`src/rtl/rcf_pkg.sv`:
```
// Package with register map, field layout, reset values and state type of the reset cause flags.
package rcf_pkg;

    // Printed offsets are register indices; byte address is four times the index.
    localparam logic [7:0] FLAGS_INDEX = 8'h37;
    localparam logic [7:0] MASK_INDEX = 8'h38;
    localparam logic [7:0] FLAGS_ADDR = {FLAGS_INDEX[5:0], 2'b00};
    localparam logic [7:0] MASK_ADDR = {MASK_INDEX[5:0], 2'b00};

    // Bit positions inside the flags register.
    localparam int TICK_BIT = 7;
    localparam int POR_BIT = 6;
    localparam int LVR_BIT = 5;
    localparam int LOCK_CHG_BIT = 4;
    localparam int LOCK_STAT_BIT = 3;
    localparam int ILA_BIT = 2;

    // Implemented sticky flags, and those that survive a system reset.
    localparam logic [7:0] FLAG_MASK = 8'hF4;
    localparam logic [7:0] FLAG_KEEP = 8'h64;
    localparam logic [7:0] POR_FLAGS = 8'h60;
    localparam logic [7:0] MASK_RESET = 8'h00;
    localparam logic [7:0] ZERO_BYTE = 8'h00;
    localparam logic [23:0] READ_PAD = 24'h000000;

    localparam logic [1:0] RESP_OKAY = 2'h0;
    localparam logic [1:0] RESP_SLVERR = 2'h2;

    typedef struct packed {
        logic [7:0] flags;
        logic [7:0] mask;
        logic [2:0] lockSync;
        logic lockState;
        logic awHeld;
        logic [7:0] awAddr;
        logic wHeld;
        logic [7:0] wData;
        logic wLane;
        logic bValid;
        logic [1:0] bResp;
        logic rValid;
        logic [7:0] rData;
        logic [1:0] rResp;
    } rcf_state_type;

    localparam rcf_state_type STATE_RESET = '{
        flags: ZERO_BYTE,
        mask: MASK_RESET,
        lockSync: 3'h0,
        lockState: 1'b0,
        awHeld: 1'b0,
        awAddr: ZERO_BYTE,
        wHeld: 1'b0,
        wData: ZERO_BYTE,
        wLane: 1'b0,
        bValid: 1'b0,
        bResp: RESP_OKAY,
        rValid: 1'b0,
        rData: ZERO_BYTE,
        rResp: RESP_OKAY
    };

endpackage : rcf_pkg

```
`src/rtl/rcf_flags.sv`:
```
// Reset cause and tick flag register with AXI4-Lite access and interrupt output.
module rcf_flags (
    input wire logic sys_clk,
    input wire logic reset,
    input wire logic powerOnReset,
    input wire logic tickEvent,
    input wire logic lowVoltageReset,
    input wire logic illegalAddressReset,
    input wire logic pllLock,
    output logic irq,
    output logic lockStatus,
    input wire logic [7:0] s_axi_awaddr,
    input wire logic s_axi_awvalid,
    output logic s_axi_awready,
    input wire logic [31:0] s_axi_wdata,
    input wire logic [3:0] s_axi_wstrb,
    input wire logic s_axi_wvalid,
    output logic s_axi_wready,
    output logic [1:0] s_axi_bresp,
    output logic s_axi_bvalid,
    input wire logic s_axi_bready,
    input wire logic [7:0] s_axi_araddr,
    input wire logic s_axi_arvalid,
    output logic s_axi_arready,
    output logic [31:0] s_axi_rdata,
    output logic [1:0] s_axi_rresp,
    output logic s_axi_rvalid,
    input wire logic s_axi_rready
);

    rcf_pkg::rcf_state_type r;
    rcf_pkg::rcf_state_type next_r;

    logic wrFire;
    logic wrFlags;
    logic wrMask;
    logic [7:0] clrVec;
    logic [7:0] setVec;
    logic lockChange;
    logic [7:0] flagsView;

    // A write completes once both address and data are held and no response is pending.
    assign wrFire = r.awHeld & r.wHeld & ~r.bValid;
    assign wrFlags = wrFire & r.wLane & (r.awAddr == rcf_pkg::FLAGS_ADDR);
    assign wrMask = wrFire & r.wLane & (r.awAddr == rcf_pkg::MASK_ADDR);
    assign clrVec = wrFlags ? (r.wData & rcf_pkg::FLAG_MASK) : rcf_pkg::ZERO_BYTE;

    // The lock level is taken as settled once the last two stages agree.
    assign lockChange = (r.lockSync[1] == r.lockSync[2]) & (r.lockSync[2] != r.lockState);

    always_comb begin
        setVec = rcf_pkg::ZERO_BYTE;
        setVec[rcf_pkg::TICK_BIT] = tickEvent;
        setVec[rcf_pkg::LVR_BIT] = lowVoltageReset;
        setVec[rcf_pkg::LOCK_CHG_BIT] = lockChange;
        setVec[rcf_pkg::ILA_BIT] = illegalAddressReset;
    end

    always_comb begin
        flagsView = r.flags;
        flagsView[rcf_pkg::LOCK_STAT_BIT] = r.lockState;
    end

    assign s_axi_awready = ~r.awHeld & ~r.bValid;
    assign s_axi_wready = ~r.wHeld & ~r.bValid;
    assign s_axi_bvalid = r.bValid;
    assign s_axi_bresp = r.bResp;
    assign s_axi_arready = ~r.rValid;
    assign s_axi_rvalid = r.rValid;
    assign s_axi_rresp = r.rResp;
    assign s_axi_rdata = {rcf_pkg::READ_PAD, r.rData};
    assign lockStatus = r.lockState;

    // Only flags with their enable bit set can request; reset causes are maskable too.
    assign irq = |(r.flags & r.mask);

    always_comb begin
        next_r = r;
        next_r.lockSync = {r.lockSync[1:0], pllLock};
        if (lockChange) begin
            next_r.lockState = r.lockSync[2];
        end
        // Set is applied after the clear so that a same-cycle event survives.
        next_r.flags = ((r.flags & ~clrVec) | setVec) & rcf_pkg::FLAG_MASK;
        if (wrMask) begin
            next_r.mask = r.wData & rcf_pkg::FLAG_MASK;
        end
        if (s_axi_awvalid & s_axi_awready) begin
            next_r.awHeld = 1'b1;
            next_r.awAddr = s_axi_awaddr;
        end
        if (s_axi_wvalid & s_axi_wready) begin
            next_r.wHeld = 1'b1;
            next_r.wData = s_axi_wdata[7:0];
            next_r.wLane = s_axi_wstrb[0];
        end
        if (wrFire) begin
            next_r.awHeld = 1'b0;
            next_r.wHeld = 1'b0;
            next_r.bValid = 1'b1;
            if ((r.awAddr == rcf_pkg::FLAGS_ADDR) | (r.awAddr == rcf_pkg::MASK_ADDR)) begin
                next_r.bResp = rcf_pkg::RESP_OKAY;
            end else begin
                next_r.bResp = rcf_pkg::RESP_SLVERR;
            end
        end
        if (r.bValid & s_axi_bready) begin
            next_r.bValid = 1'b0;
        end
        if (s_axi_arvalid & s_axi_arready) begin
            next_r.rValid = 1'b1;
            if (s_axi_araddr == rcf_pkg::FLAGS_ADDR) begin
                next_r.rData = flagsView;
                next_r.rResp = rcf_pkg::RESP_OKAY;
            end else if (s_axi_araddr == rcf_pkg::MASK_ADDR) begin
                next_r.rData = r.mask;
                next_r.rResp = rcf_pkg::RESP_OKAY;
            end else begin
                next_r.rData = rcf_pkg::ZERO_BYTE;
                next_r.rResp = rcf_pkg::RESP_SLVERR;
            end
        end
        if (r.rValid & s_axi_rready) begin
            next_r.rValid = 1'b0;
        end
        // A system reset clears everything except the reset cause flags.
        if (reset) begin
            next_r = rcf_pkg::STATE_RESET;
            next_r.flags = r.flags & rcf_pkg::FLAG_KEEP;
        end
        // Power-on is the stronger reset and alone decides the reset cause flags.
        if (powerOnReset) begin
            next_r = rcf_pkg::STATE_RESET;
            next_r.flags = rcf_pkg::POR_FLAGS;
        end
    end

    always_ff @(posedge sys_clk) begin
        r <= next_r;
    end

    logic quiet;
    assign quiet = ~reset & ~powerOnReset;
endmodule : rcf_flags

```
`config.mk`:
```
export PLATFORM = sky130hd
export DESIGN_NAME = rcf_flags
export DESIGN_NICKNAME = d
export VERILOG_FILES = /design/src/rtl/rcf_pkg.sv /design/src/rtl/rcf_flags.sv
export SDC_FILE = /design/constraint.sdc
export NUM_CORES = 1
export LEC_CHECK = 0
export BUFFER_PORTS_ARGS = -buffer_cell sky130_fd_sc_hd__buf_2
export CORE_ASPECT_RATIO = 0.8
export CORE_MARGIN = 10
export CORE_UTILIZATION = 47
export CTS_CLUSTER_DIAMETER = 80
export DETAILED_ROUTE_END_ITERATION = 8
export PLACE_DENSITY = 0.85
export SYNTH_ARGS = -nofsm -noshare
export SYNTH_HDL_FRONTEND = slang
export SYNTH_SLANG_ARGS = --single-unit
```
`constraint.sdc`:
```
create_clock -name sys_clk -period 2.8 [get_ports sys_clk]
set_input_delay 0.28 -clock sys_clk [delete_from_list [all_inputs] [get_ports sys_clk]]
set_output_delay 0.28 -clock sys_clk [all_outputs]
set_load 0.03 [all_outputs]
```
; ---- After elaboration in Yosys (flattened, before gate mapping)
; Cells that the tools add are included.
[totals]
reg_bits = 50
inputBits = 64
out_inout_bits = 43
[op_classes]
n_mux = 4
eq_ne = 6
reduce_logical = 5
n_bitwise = 22
[ops]
columns = operator, n
row1 = equality test 8 bit (second input constant), 4
row2 = two-way mux 10 bit, 2
row3 = AND 8 bit, 2
row4 = AND 1 bit, 13
row5 = OR reduction 3 bit, 3
row6 = two-way mux 8 bit, 1
row7 = inverter 8 bit, 1
row8 = OR 8 bit, 1
row9 = OR reduction 8 bit, 1
row10 = inverter 1 bit, 4
row11 = two-way mux 2 bit, 1
row12 = OR reduction 2 bit, 1
row13 = equality test 1 bit, 1
row14 = inequality test 1 bit, 1
row15 = OR 1 bit, 1

; ---- Longest topological paths before layout
; Gate-level depths: netlist of run 1.
[logic_depth]
ltp_word = 8
ltp_mapped = 4
ltp_nobuf = 3

; ---- Least setup slack after synthesis of run 1
; Ideal clock, no wire load.
[synth_path]
path_kind = register to register
startpoint = register r, in the netlist s_axi_bvalid
endpoint = register r, in the netlist flagsView[2]
stages_incl_launch_ff = 4
path_buffers = 0
arrival_time_ns = 1.279
setup_ns = 0.144
setup_slack_ns = 1.377
path_cell_list = dfxtp_1 nand4b_1 nor4_1 a311oi_1
[synth_via]
elab_chain_cells = 8
[synth_lines]
columns = element, line_no
row1 = from (decl), rcf_flags.sv:31  ; rcf_pkg::rcf_state_type r;
row2 = from (signal assigned), rcf_flags.sv:139  ; r <= next_r;
row3 = inverter 1 bit, rcf_flags.sv:43  ; assign wrFire = r.awHeld & r.wHeld & ~r.bValid;
row4 = AND 1 bit, rcf_flags.sv:43
row5 = AND 1 bit (2 in series), rcf_flags.sv:44  ; assign wrFlags = wrFire & r.wLane & (r.awAddr == rcf_pkg::FLAGS_ADDR);
row6 = two-way mux 8 bit, rcf_flags.sv:46  ; assign clrVec = wrFlags ? (r.wData & rcf_pkg::FLAG_MASK) : rcf_pkg::ZERO_BYTE;
row7 = inverter 8 bit, rcf_flags.sv:84  ; next_r.flags = ((r.flags & ~clrVec) | setVec) & rcf_pkg::FLAG_MASK;
row8 = AND 8 bit, rcf_flags.sv:84
row9 = OR 8 bit, rcf_flags.sv:84
; No other way between the ends.
; A chain may end at the register's enable or synchronous reset.

; ---- Final worst setup path of run 1
[layout_path]
startpoint = register r, in the netlist flagsView[2]
endpoint = output irq
[layout_via]
elab_chain_cells = 2
[layout_lines]
columns = element, line_no
row1 = AND 8 bit, rcf_flags.sv:75  ; assign irq = |(r.flags & r.mask);
row2 = OR reduction 8 bit, rcf_flags.sv:75
row3 = to (decl), rcf_flags.sv:10  ; output logic irq,
; No other way between the ends.

==> flow_summary_export.csv, run 1 <==
group,metric,value,unit
finish,layout_commonest_cell,"buf_2",
min_path,min_from,"pllLock",
global_routing,globalRoute.totalOverflow,0,
clock_tree,cts_sinks,40,
power,peakVddDrop,0.314,mV
synth,ys_types,37,
sta,fin_skew,0.00515,ns
global_routing,grt_max_degree,24,
setup_path,crit_path_start_kind,"flip-flop",
detailed_routing,wire_per_inst,13.2,µm
detailed_routing,routed.top_layer,"met4",
sta,drv_slew,0,
setup_path,slowest_stage,"a222oi_1",
global_routing,grt_pass1_vias,1453,
synth,synth-seq-cells,40,
detailed_routing,ant_nets,0,
finish,multi_input_area,836,µm²
synth,syn_area,1890,µm²
sta,tns,0,ns
clock_tree,cts_tree,"yes",
die,die_y,76.7,µm
detailed_routing,dr_wl_met3,479,µm
die,die_w,90.9,µm
placed_design,dp.cells,301,
min_path,whs_endpoint,"r[34]",
sta,fmaxAchievable,0.596,GHz
finish,layout.nets,317,
finish,layout_common_cells,"48 x buf_2, 40 x dfxtp_1, 28 x conb_1",
status,status,"finished clean",
setup_path,r2r-end,"flagsView[2]",
detailed_routing,first_pass_iters,4,
global_routing,grt_first_pass_wirelength,6660,µm
setup_path,crit-reg2reg-launch,"s_axi_bvalid",
die,pin_count,107,
min_path,min_path_cells,2,
setup_path,crit_chain,"a222oi_1, o221ai_1, buf_2",
setup_path,critPathKind,"reg2out",
detailed_routing,wirelength,4070,µm
power,power,1.14,mW
placed_design,dp_hpwl,3240,µm
setup_path,endpoint_kind,"output pin",
synth,yosysWarnings,0,
sta,period_share,0.599,
synth,synth_cells,210,
sta,hold_violations,0,
clock_tree,hold_buffers,0,
sta,relSlewSlack,0.553,
clock_tree,post_cts_buffers,0,
detailed_routing,drtIter0Drc,53,
synth,avgSynthCellArea,9.00,µm²
flow_run,maxCapViolations,0,
power,power_leakage,0.962,nW
clock_tree,clock-root-buffer,"clkbuf_8",
clock_tree,clock_latency,0.29,ns
setup_path,crit_fanout,3,
detailed_routing,vias,1447,
min_path,min_path_type,"in2reg",
global_routing,track_usage,0.113,
sta,rsz0062_at_grt,"no",
finish,fill_cells,392,
detailed_routing,routed_via_density,4.70,
clock_tree,htreeDepth,2,
placed_design,place_congestion,0.823,
detailed_routing,dr_wl_met2,1780,µm
global_routing,antenna_found_initial,0,
setup_path,r2r_setup_slack,1.31,ns
sta,worstMarginPinSlew,0.670,ns
setup_path,cp.arrival,1.40,ns
detailed_routing,drc_errors,0,
die,row_count,20,
setup_path,reg2regPathDepth,3,
synth,yosysSeqAreaShare,0.424,
sta,min_period,1.68,ns
finish,regArea,801,µm²
sta,final-setup-viol-count,0,
setup_path,crit_path_max_incr_delay,0.36,ns
die,die-area,6980,µm²
die,core_area,3830,µm²
finish,area_delta_synth_final,12.4,%
finish,drive_above_1_share,0.241,
finish,diodes,0,
power,pwr_density_cell,538,nW/µm²
finish,final_cells,308,
clock_tree,clockBufferDepth,2,
clock_tree,cts_resized,0,
placed_design,portBuffers,48,
die,initial_core_util,0.494,
clock_tree,cts_buffers,5,
clock_tree,path_clk_slew,0.07,ns
setup_path,required,2.52,ns
detailed_routing,wirelength_met1,1780,µm
[worst max-delay path, delay by kind of cell (launching register included)]
family | cells | cell delay [ns]
buffers and inverters | 1 | 0.21
flip-flops | 1 | 0.34
AO/OA/AOI/OAI | 2 | 0.55
[worst max-delay path by stage]
stage | from | to | depth (start not counted)
floorplan | s_axi_bvalid | flagsView[2] | 3
global placement | s_axi_bvalid | flagsView[2] | 3
detailed placement | r[25] | flagsView[2] | 3
CTS | flagsView[2] | irq | 3
global route | flagsView[2] | irq | 3
finish | flagsView[2] | irq | 3
[state kept, by name, indices dropped and copies added, names as in the netlist]
signal        cells
s_axi_rdata       6
flagsView         5
s_axi_bresp       1
s_axi_bvalid      1
r                24
s_axi_rresp       1
s_axi_rvalid      1
lockStatus        1
[report_power, final]
| part | internal [mW] | switching [mW] |
|---|---|---|
| clock | 0.219 | 0.189 |
| sequential | 0.581 | 0.00931 |
| combinational | 0.0438 | 0.0997 |
[cell type report]
type | instances | area share
multi-input cells | 139 | 0.393
flip-flops and latches | 40 | 0.377
repair buffers | 51 | 0.124
clock buffers | 7 | 0.0453
well taps | 55 | 0.0324
inverters | 16 | 0.0283
[kinds of logic (layout without fill, tap and decap cells)]
logic type / Yosys count / in the layout / share of synthesized area
and+or+nand+nor: 66 / 66 / 0.187
buffers and inverters: 58 / 74 / 0.188
DFF: 40 / 40 / 0.424
AOI/OAI and AO/OA: 26 / 26 / 0.0986
muxes: 19 / 19 / 0.101
other: 1 / 28 / 0.00198
[routing by layer]
metal,track usage,up-vias
li1,-,737
met1,0.123,657
met2,0.177,49
met3,0.0759,4
met4,0.0328,0
met5,0,-
[synthesized netlist by cell type]
library cell,count,share of area
buf_4,36,0.14
a31oi_1,2,0.0066
nand2_1,16,0.032
nor2b_1,1,0.0033
o211ai_1,1,0.0040
nor3_4,1,0.0086
nand3_1,5,0.013
o221ai_1,6,0.028
buf_2,2,0.0053
nor4b_1,1,0.0046
a222oi_1,1,0.0053
nor2_1,22,0.044
a211oi_1,2,0.0079
o211a_1,1,0.0053
and4b_1,1,0.0053
and2_1,3,0.0099
a221oi_1,1,0.0046
nand4b_1,2,0.0093
nand4bb_1,1,0.0060
o21ai_1,1,0.0026
mux2i_1,19,0.10
nor3b_1,2,0.0079
a311oi_1,2,0.0093
nor4_1,1,0.0033
a21oi_1,6,0.016
nor3_1,1,0.0026
nand4_1,3,0.0099
inv_1,16,0.032
nand2b_1,3,0.0099
or4b_4,1,0.0073
dfxtp_1,40,0.42
a21o_1,1,0.0040
nand3b_1,1,0.0040
o21ai_0,2,0.0053
conb_1,1,0.0020
clkbuf_1,4,0.0079
and4bb_2,1,0.0066
[stage by stage]
stage                     utilization  hold slack (ns)  setup WS [ns]  cell area, µm²
final                           0.555            0.184           1.12            2120
after global routing            0.555            0.175           1.03            2120
after CTS                       0.555            0.176           1.11            2120
after detailed placement        0.530            0.412           1.32            2030
after global placement          0.530            0.409           1.33            2030
after floorplan                     -            0.352           1.38            1990
No activity file was read; power rests on OpenSTA's default activity.
==> run 2, diff against run 1 <==
--- a/config.mk
+++ b/config.mk
@@ -5,13 +5,14 @@
 export SDC_FILE = /design/constraint.sdc
 export NUM_CORES = 1
 export LEC_CHECK = 0
+export ABC_AREA = 1
 export BUFFER_PORTS_ARGS = -buffer_cell sky130_fd_sc_hd__buf_2
 export CORE_ASPECT_RATIO = 0.8
 export CORE_MARGIN = 10
-export CORE_UTILIZATION = 47
+export CORE_UTILIZATION = 44
 export CTS_CLUSTER_DIAMETER = 80
 export DETAILED_ROUTE_END_ITERATION = 8
-export PLACE_DENSITY = 0.85
+export PLACE_DENSITY = 0.79
 export SYNTH_ARGS = -nofsm -noshare
 export SYNTH_HDL_FRONTEND = slang
 export SYNTH_SLANG_ARGS = --single-unit
==> constraint.sdc (replaced) <==
create_clock -name sys_clk -period 1.7 [get_ports sys_clk]
set_input_delay 0.17 -clock sys_clk [delete_from_list [all_inputs] [get_ports sys_clk]]
set_output_delay 0.17 -clock sys_clk [all_outputs]
set_load 0.03 [all_outputs]
==> flow_summary_export.csv, run 2 <==
group,metric,value,unit
status,status,"finished clean",
die,die_w,95.1,µm
synth,synth_top_area_share,0.404,
setup_path,critPathKind,"reg2out",
synth,yosysSeqAreaShare,0.404,
clock_tree,cts_resized,0,
synth,syn_area,1980,µm²
die,die_y,80.0,µm
sta,fmaxAchievable,0.719,GHz
die,core_area,4260,µm²
power,peakVddDrop,0.495,mV
min_path,min_path_type,"in2reg",
clock_tree,cts_buffers,5,
sta,rsz0062_at_grt,"no",
global_routing,track_usage,0.109,
sta,final-setup-viol-count,0,
clock_tree,cts_sinks,40,
clock_tree,htreeDepth,2,
detailed_routing,wirelength,4110,µm
finish,layout_commonest_cell,"buf_2",
placed_design,dp.cells,363,
sta,drv_slew,0,
synth,ys_async_sr_fraction,0,
clock_tree,clock_latency,0.29,ns
synth,synth-seq-cells,40,
detailed_routing,first_pass_iters,4,
detailed_routing,vias,1598,
setup_path,crit_path_start_kind,"flip-flop",
detailed_routing,dr_wl_met2,1790,µm
flow_run,maxCapViolations,0,
global_routing,grt_max_degree,20,
sta,fin_skew,0.00378,ns
synth,ys_types,24,
die,pin_count,107,
setup_path,crit_fanout,3,
synth,synth_top_cell_by_area,"dfxtp_1",
sta,min_period,1.39,ns
clock_tree,path_clk_slew,0.08,ns
setup_path,endpoint_kind,"output pin",
global_routing,globalRoute.totalOverflow,0,
detailed_routing,drtIter0Drc,104,
power,pwr-share-comb,0.131,
detailed_routing,routed.top_layer,"met4",
min_path,min_from,"s_axi_bready",
global_routing,antenna_found_initial,0,
clock_tree,clockBufferDepth,2,
finish,regMostFlops,"r",
sta,period_share,0.818,
setup_path,cp.arrival,1.22,ns
power,switchingPower,0.561,mW
finish,final_cells,371,
synth,yosys-top-cells-count,"45 x nor2_1, 40 x dfxtp_1, 37 x nand2_1",
detailed_routing,wire_per_inst,11.1,µm
finish,layout_common_cells,"48 x buf_2, 45 x nor2_1, 40 x dfxtp_1",
placed_design,dp_hpwl,3300,µm
detailed_routing,drc_errors,0,
die,initial_core_util,0.466,
clock_tree,hold_buffers,0,
clock_tree,cts_tree,"yes",
die,row_count,21,
placed_design,portBuffers,48,
clock_tree,clock-root-buffer,"clkbuf_8",
sta,fin_hold_ws,0.0662,ns
power,internal_power,1.48,mW
synth,synthFlopType,"dfxtp_1",
power,swShare,0.275,
finish,layout.nets,377,
setup_path,required,1.53,ns
sta,hold_violations,0,
placed_design,place_congestion,0.769,
synth,yosysWarnings,0,
synth,yosysMostFrequentCell,"nor2_1",
global_routing,grt_first_pass_wirelength,6820,µm
finish,diodes,0,
detailed_routing,dr_wl_met3,322,µm
power,clock_power_share,0.388,
synth,avgSynthCellArea,7.26,µm²
die,die-area,7610,µm²
synth,synth-edff-count,0,
clock_tree,post_cts_buffers,0,
synth,ys_top_cells_by_area,"dfxtp_1 40%, buf_4 14%, nor2_1 8.5%",
synth,synth_cells,273,
detailed_routing,routed_via_density,4.31,
sta,tns,0,ns
finish,fill_cells,430,
global_routing,grt_pass1_vias,1512,
setup_path,crit-reg2reg-launch,"r[23]",
finish,drive_above_1_share,0.223,
power,pwr_density_cell,922,nW/µm²
setup_path,crit_path_start,"flagsView[4]",
detailed_routing,ant_nets,0,
power,power_leakage,0.993,nW
detailed_routing,wirelength_met1,1940,µm
finish,area_delta_synth_final,11.4,%
power,power_frac_seq,0.481,
finish,largest_reg_flops,24,
[run 2: cell types whose count changed in the layout (fill, tap and decap cells not counted), moves of 4 or more]
cell / previous run / this run
a21oi_1: 6 / 22
inv_1: 16 / 26
mux2i_1: 19 / 0
nand2_1: 16 / 37
nand3_1: 5 / 15
nor2_1: 22 / 45
nor2_4: 0 / 4
o21ai_0: 2 / 25
o221ai_1: 6 / 0
[run 2: area by class of cell]
class / count / area [µm²] / area share
multi-input combinational: 190 / 872 / 0.395
sequential: 40 / 801 / 0.363
timing repair buffer: 49 / 248 / 0.112
inverter: 27 / 101 / 0.0459
tap: 57 / 71.3 / 0.0323
clock buffer: 5 / 68.8 / 0.0312
clock inverter: 3 / 46.3 / 0.0210
[run 2: stage by stage]
| stage | util | power, mW | setup WS, ns | cell area, µm² |
|---|---|---|---|---|
| 6_report | 0.519 | 2.04 | 0.310 | 2210 |
| 5_1_grt | 0.519 | 2.13 | 0.184 | 2210 |
| 4_1_cts | 0.519 | 2.05 | 0.290 | 2210 |
| 3_5_place_dp | 0.492 | 1.27 | 0.405 | 2090 |
| 3_3_place_gp | 0.492 | 1.26 | 0.407 | 2090 |
| 2_1_floorplan | - | 1.26 | 0.159 | 2080 |
[run 2: critical path, cell delays in order, from the launching register on]
cell and delay (ns):
dfxtp_1 0.34, nand2_1 0.07, nand2_1 0.05, a221oi_1 0.22, nand2_1 0.07, buf_2 0.18
[run 2: cell families after synthesis]
| kind of cell | count (synthesis) | share of synthesized area |
|---|---|---|
| other cells | 1 | 0.00189 |
| buf+inv | 70 | 0.208 |
| compound gates | 52 | 0.139 |
| flops | 40 | 0.404 |
| simple gates | 110 | 0.248 |
[run 2: per-layer routing]
metal  vias to the layer above  track usage
met5                         -            0
met4                         0       0.0448
met3                         4       0.0338
met2                        51        0.167
met1                       661        0.137
li1                        882            -
[run 2: worst paths after layout]
check | to | cells past startpoint | slack (ns)
min | s_axi_bvalid | 2 | 0.07
min reg2reg | r[35] | 2 | 0.41
max | irq | 5 | 0.31
max reg2reg | flagsView[2] | 5 | 0.40
[run 2: power groups by stage]
stage	Clock (mW)	Combinational (mW)	Sequential, mW
6_report	0.789	0.267	0.980
5_1_grt	0.841	0.300	0.985
4_1_cts	0.802	0.266	0.980
3_5_place_dp	0	0.266	1.00
3_3_place_gp	0	0.263	1.00
2_1_floorplan	0	0.256	1.00
==> run 3, diff against run 2 <==
==> constraint.sdc (replaced) <==
create_clock -name sys_clk -period 1.43 [get_ports sys_clk]
set_input_delay 0.143 -clock sys_clk [delete_from_list [all_inputs] [get_ports sys_clk]]
set_output_delay 0.143 -clock sys_clk [all_outputs]
set_load 0.03 [all_outputs]
==> flow_summary_export.csv, run 3 (synthesis results as in run 2) <==
group,metric,value,unit
global_routing,antenna_found_initial,0,
global_routing,track_usage,0.111,
detailed_routing,drc_errors,0,
sta,hold_violations,0,
sta,rsz0062_at_grt,"no",
clock_tree,post_cts_buffers,0,
sta,final-setup-viol-count,0,
clock_tree,cts_resized,0,
setup_path,crit_fanout,3,
setup_path,crit_buf_inv,1,
detailed_routing,vias,1629,
min_path,min_path_type,"in2reg",
finish,drive_above_1_share,0.233,
setup_path,crit_family,"flip-flops",
global_routing,grtUsageMet2,0.177,
setup_path,slowest_stage,"dfxtp_1",
setup_path,crit_chain,"nand2_1, nand2_1, a221oi_2, nand2_1, buf_2",
sta,fmaxAchievable,0.765,GHz
setup_path,cpMostUsedCell,"nand2_1",
setup_path,required,1.29,ns
sta,tns,0,ns
die,pin_count,107,
placed_design,dp_hpwl,3420,µm
finish,diodes,0,
finish,layout.nets,380,
flow_run,maxCapViolations,0,
clock_tree,clockBufferDepth,2,
global_routing,grt_first_pass_wirelength,7010,µm
power,power,2.41,mW
global_routing,grt_busiest_layer,"met2",
die,row_count,21,
setup_path,crit_path_start_kind,"flip-flop",
finish,layout_common_cells,"48 x buf_2, 45 x nor2_1, 40 x dfxtp_1",
detailed_routing,drtIter0Drc,119,
clock_tree,htreeDepth,2,
sta,fin_skew,0.0104,ns
placed_design,portBuffers,48,
detailed_routing,first_pass_iters,4,
die,die_y,80.0,µm
power,pwr_density_cell,1070,nW/µm²
die,initial_core_util,0.466,
clock_tree,path_clk_slew,0.08,ns
finish,layout_commonest_cell,"buf_2",
clock_tree,cts_sinks,40,
setup_path,critPathKind,"reg2out",
min_path,min_from,"s_axi_bready",
detailed_routing,wirelength,4270,µm
global_routing,use_met3,0.0357,
die,die_w,95.1,µm
detailed_routing,ant_nets,0,
finish,regMostFlops,"r",
finish,largest_reg_flops,24,
clock_tree,clock_latency,0.29,ns
sta,fin_hold_ws,0.0392,ns
clock_tree,clock-root-buffer,"clkbuf_8",
global_routing,grt_max_degree,24,
clock_tree,cts_buffers,5,
detailed_routing,wire_per_inst,11.4,µm
power,power_leakage,1.02,nW
die,core_area,4260,µm²
sta,drv_slew,0,
global_routing,globalRoute.totalOverflow,0,
detailed_routing,routed_via_density,4.36,
sta,min_period,1.31,ns
power,peakVddDrop,0.569,mV
finish,area_delta_synth_final,13.5,%
die,die-area,7610,µm²
setup_path,cp.arrival,1.16,ns
clock_tree,cts_tree,"yes",
sta,period_share,0.915,
setup_path,endpoint_kind,"output pin",
clock_tree,hold_buffers,0,
setup_path,crit-reg2reg-launch,"r[32]",
setup_path,crit_path_start,"flagsView[4]",
global_routing,grtUsageMet1,0.139,
placed_design,dpl_cell_area,2130,µm²
finish,final_cell_area,2250,µm²
status,status,"finished clean",
setup_path,crit_path_max_incr_delay,0.34,ns
finish,post-route-util,0.529,
placed_design,place_congestion,0.782,
global_routing,grt_pass1_vias,1569,
[run 3: cell count changes in the layout (fill, tap and decap cells not counted)]
cell / previous run / this run
a221oi_1: 1 / 0
clkinv_4: 0 / 2
clkinvlp_4: 1 / 0
a221oi_2: 0 / 1
buf_4: 1 / 3
inv_6: 1 / 0
buf_12: 0 / 1
[run 3: per-stage QoR]
| stage | setup slack (ns) | cells |
|---|---|---|
| final | 0.122 | 374 |
| after global routing | 0.0332 | 374 |
| after CTS | 0.0439 | 374 |
| after detailed placement | 0.199 | 366 |
| after global placement | 0.258 | 366 |
| after floorplan | -0.111 | 300 |
[run 3: where the power goes]
group	leakage [nW]	internal (mW)	switching, mW	total, mW
combinational	0.634	0.0882	0.240	0.328
clock	0.0583	0.525	0.396	0.921
sequential	0.326	1.15	0.0175	1.17
total	1.02	1.76	0.653	2.41
[run 3: per-layer routing]
layer / vias to the layer above / wire, µm
li1: 890 / -
met1: 687 / 2000
met2: 47 / 1890
met3: 5 / 351
met4: 0 / 38
met5: - / 0
[run 3: path summary, 6_finish.rpt]
check	slack [ns]	endpoint	cells past startpoint
hold reg to reg	0.42	r[35]	2
setup reg to reg	0.21	r[24]	5
hold / removal	0.04	s_axi_bvalid	2
setup / recovery	0.12	irq	5
[run 3: worst reg2reg max path, delay by kind of cell, from the launching register on]
| kind | cells | cell delay [ns] |
|---|---|---|
| buffers and inverters | 1 | 0.19 |
| flip-flops | 1 | 0.41 |
| AND/OR/NAND/NOR | 4 | 0.50 |
[run 3: layout make-up]
| class | count | area [µm²] |
|---|---|---|
| Timing Repair Buffer | 52 | 283 |
| Fill cell | 450 | 2010 |
| Inverter | 27 | 101 |
| Clock buffer | 5 | 68.8 |
| Multi-Input combinational cell | 190 | 878 |
| Sequential cell | 40 | 801 |
| Clock inverter | 3 | 47.5 |
| Tap cell | 57 | 71.3 |
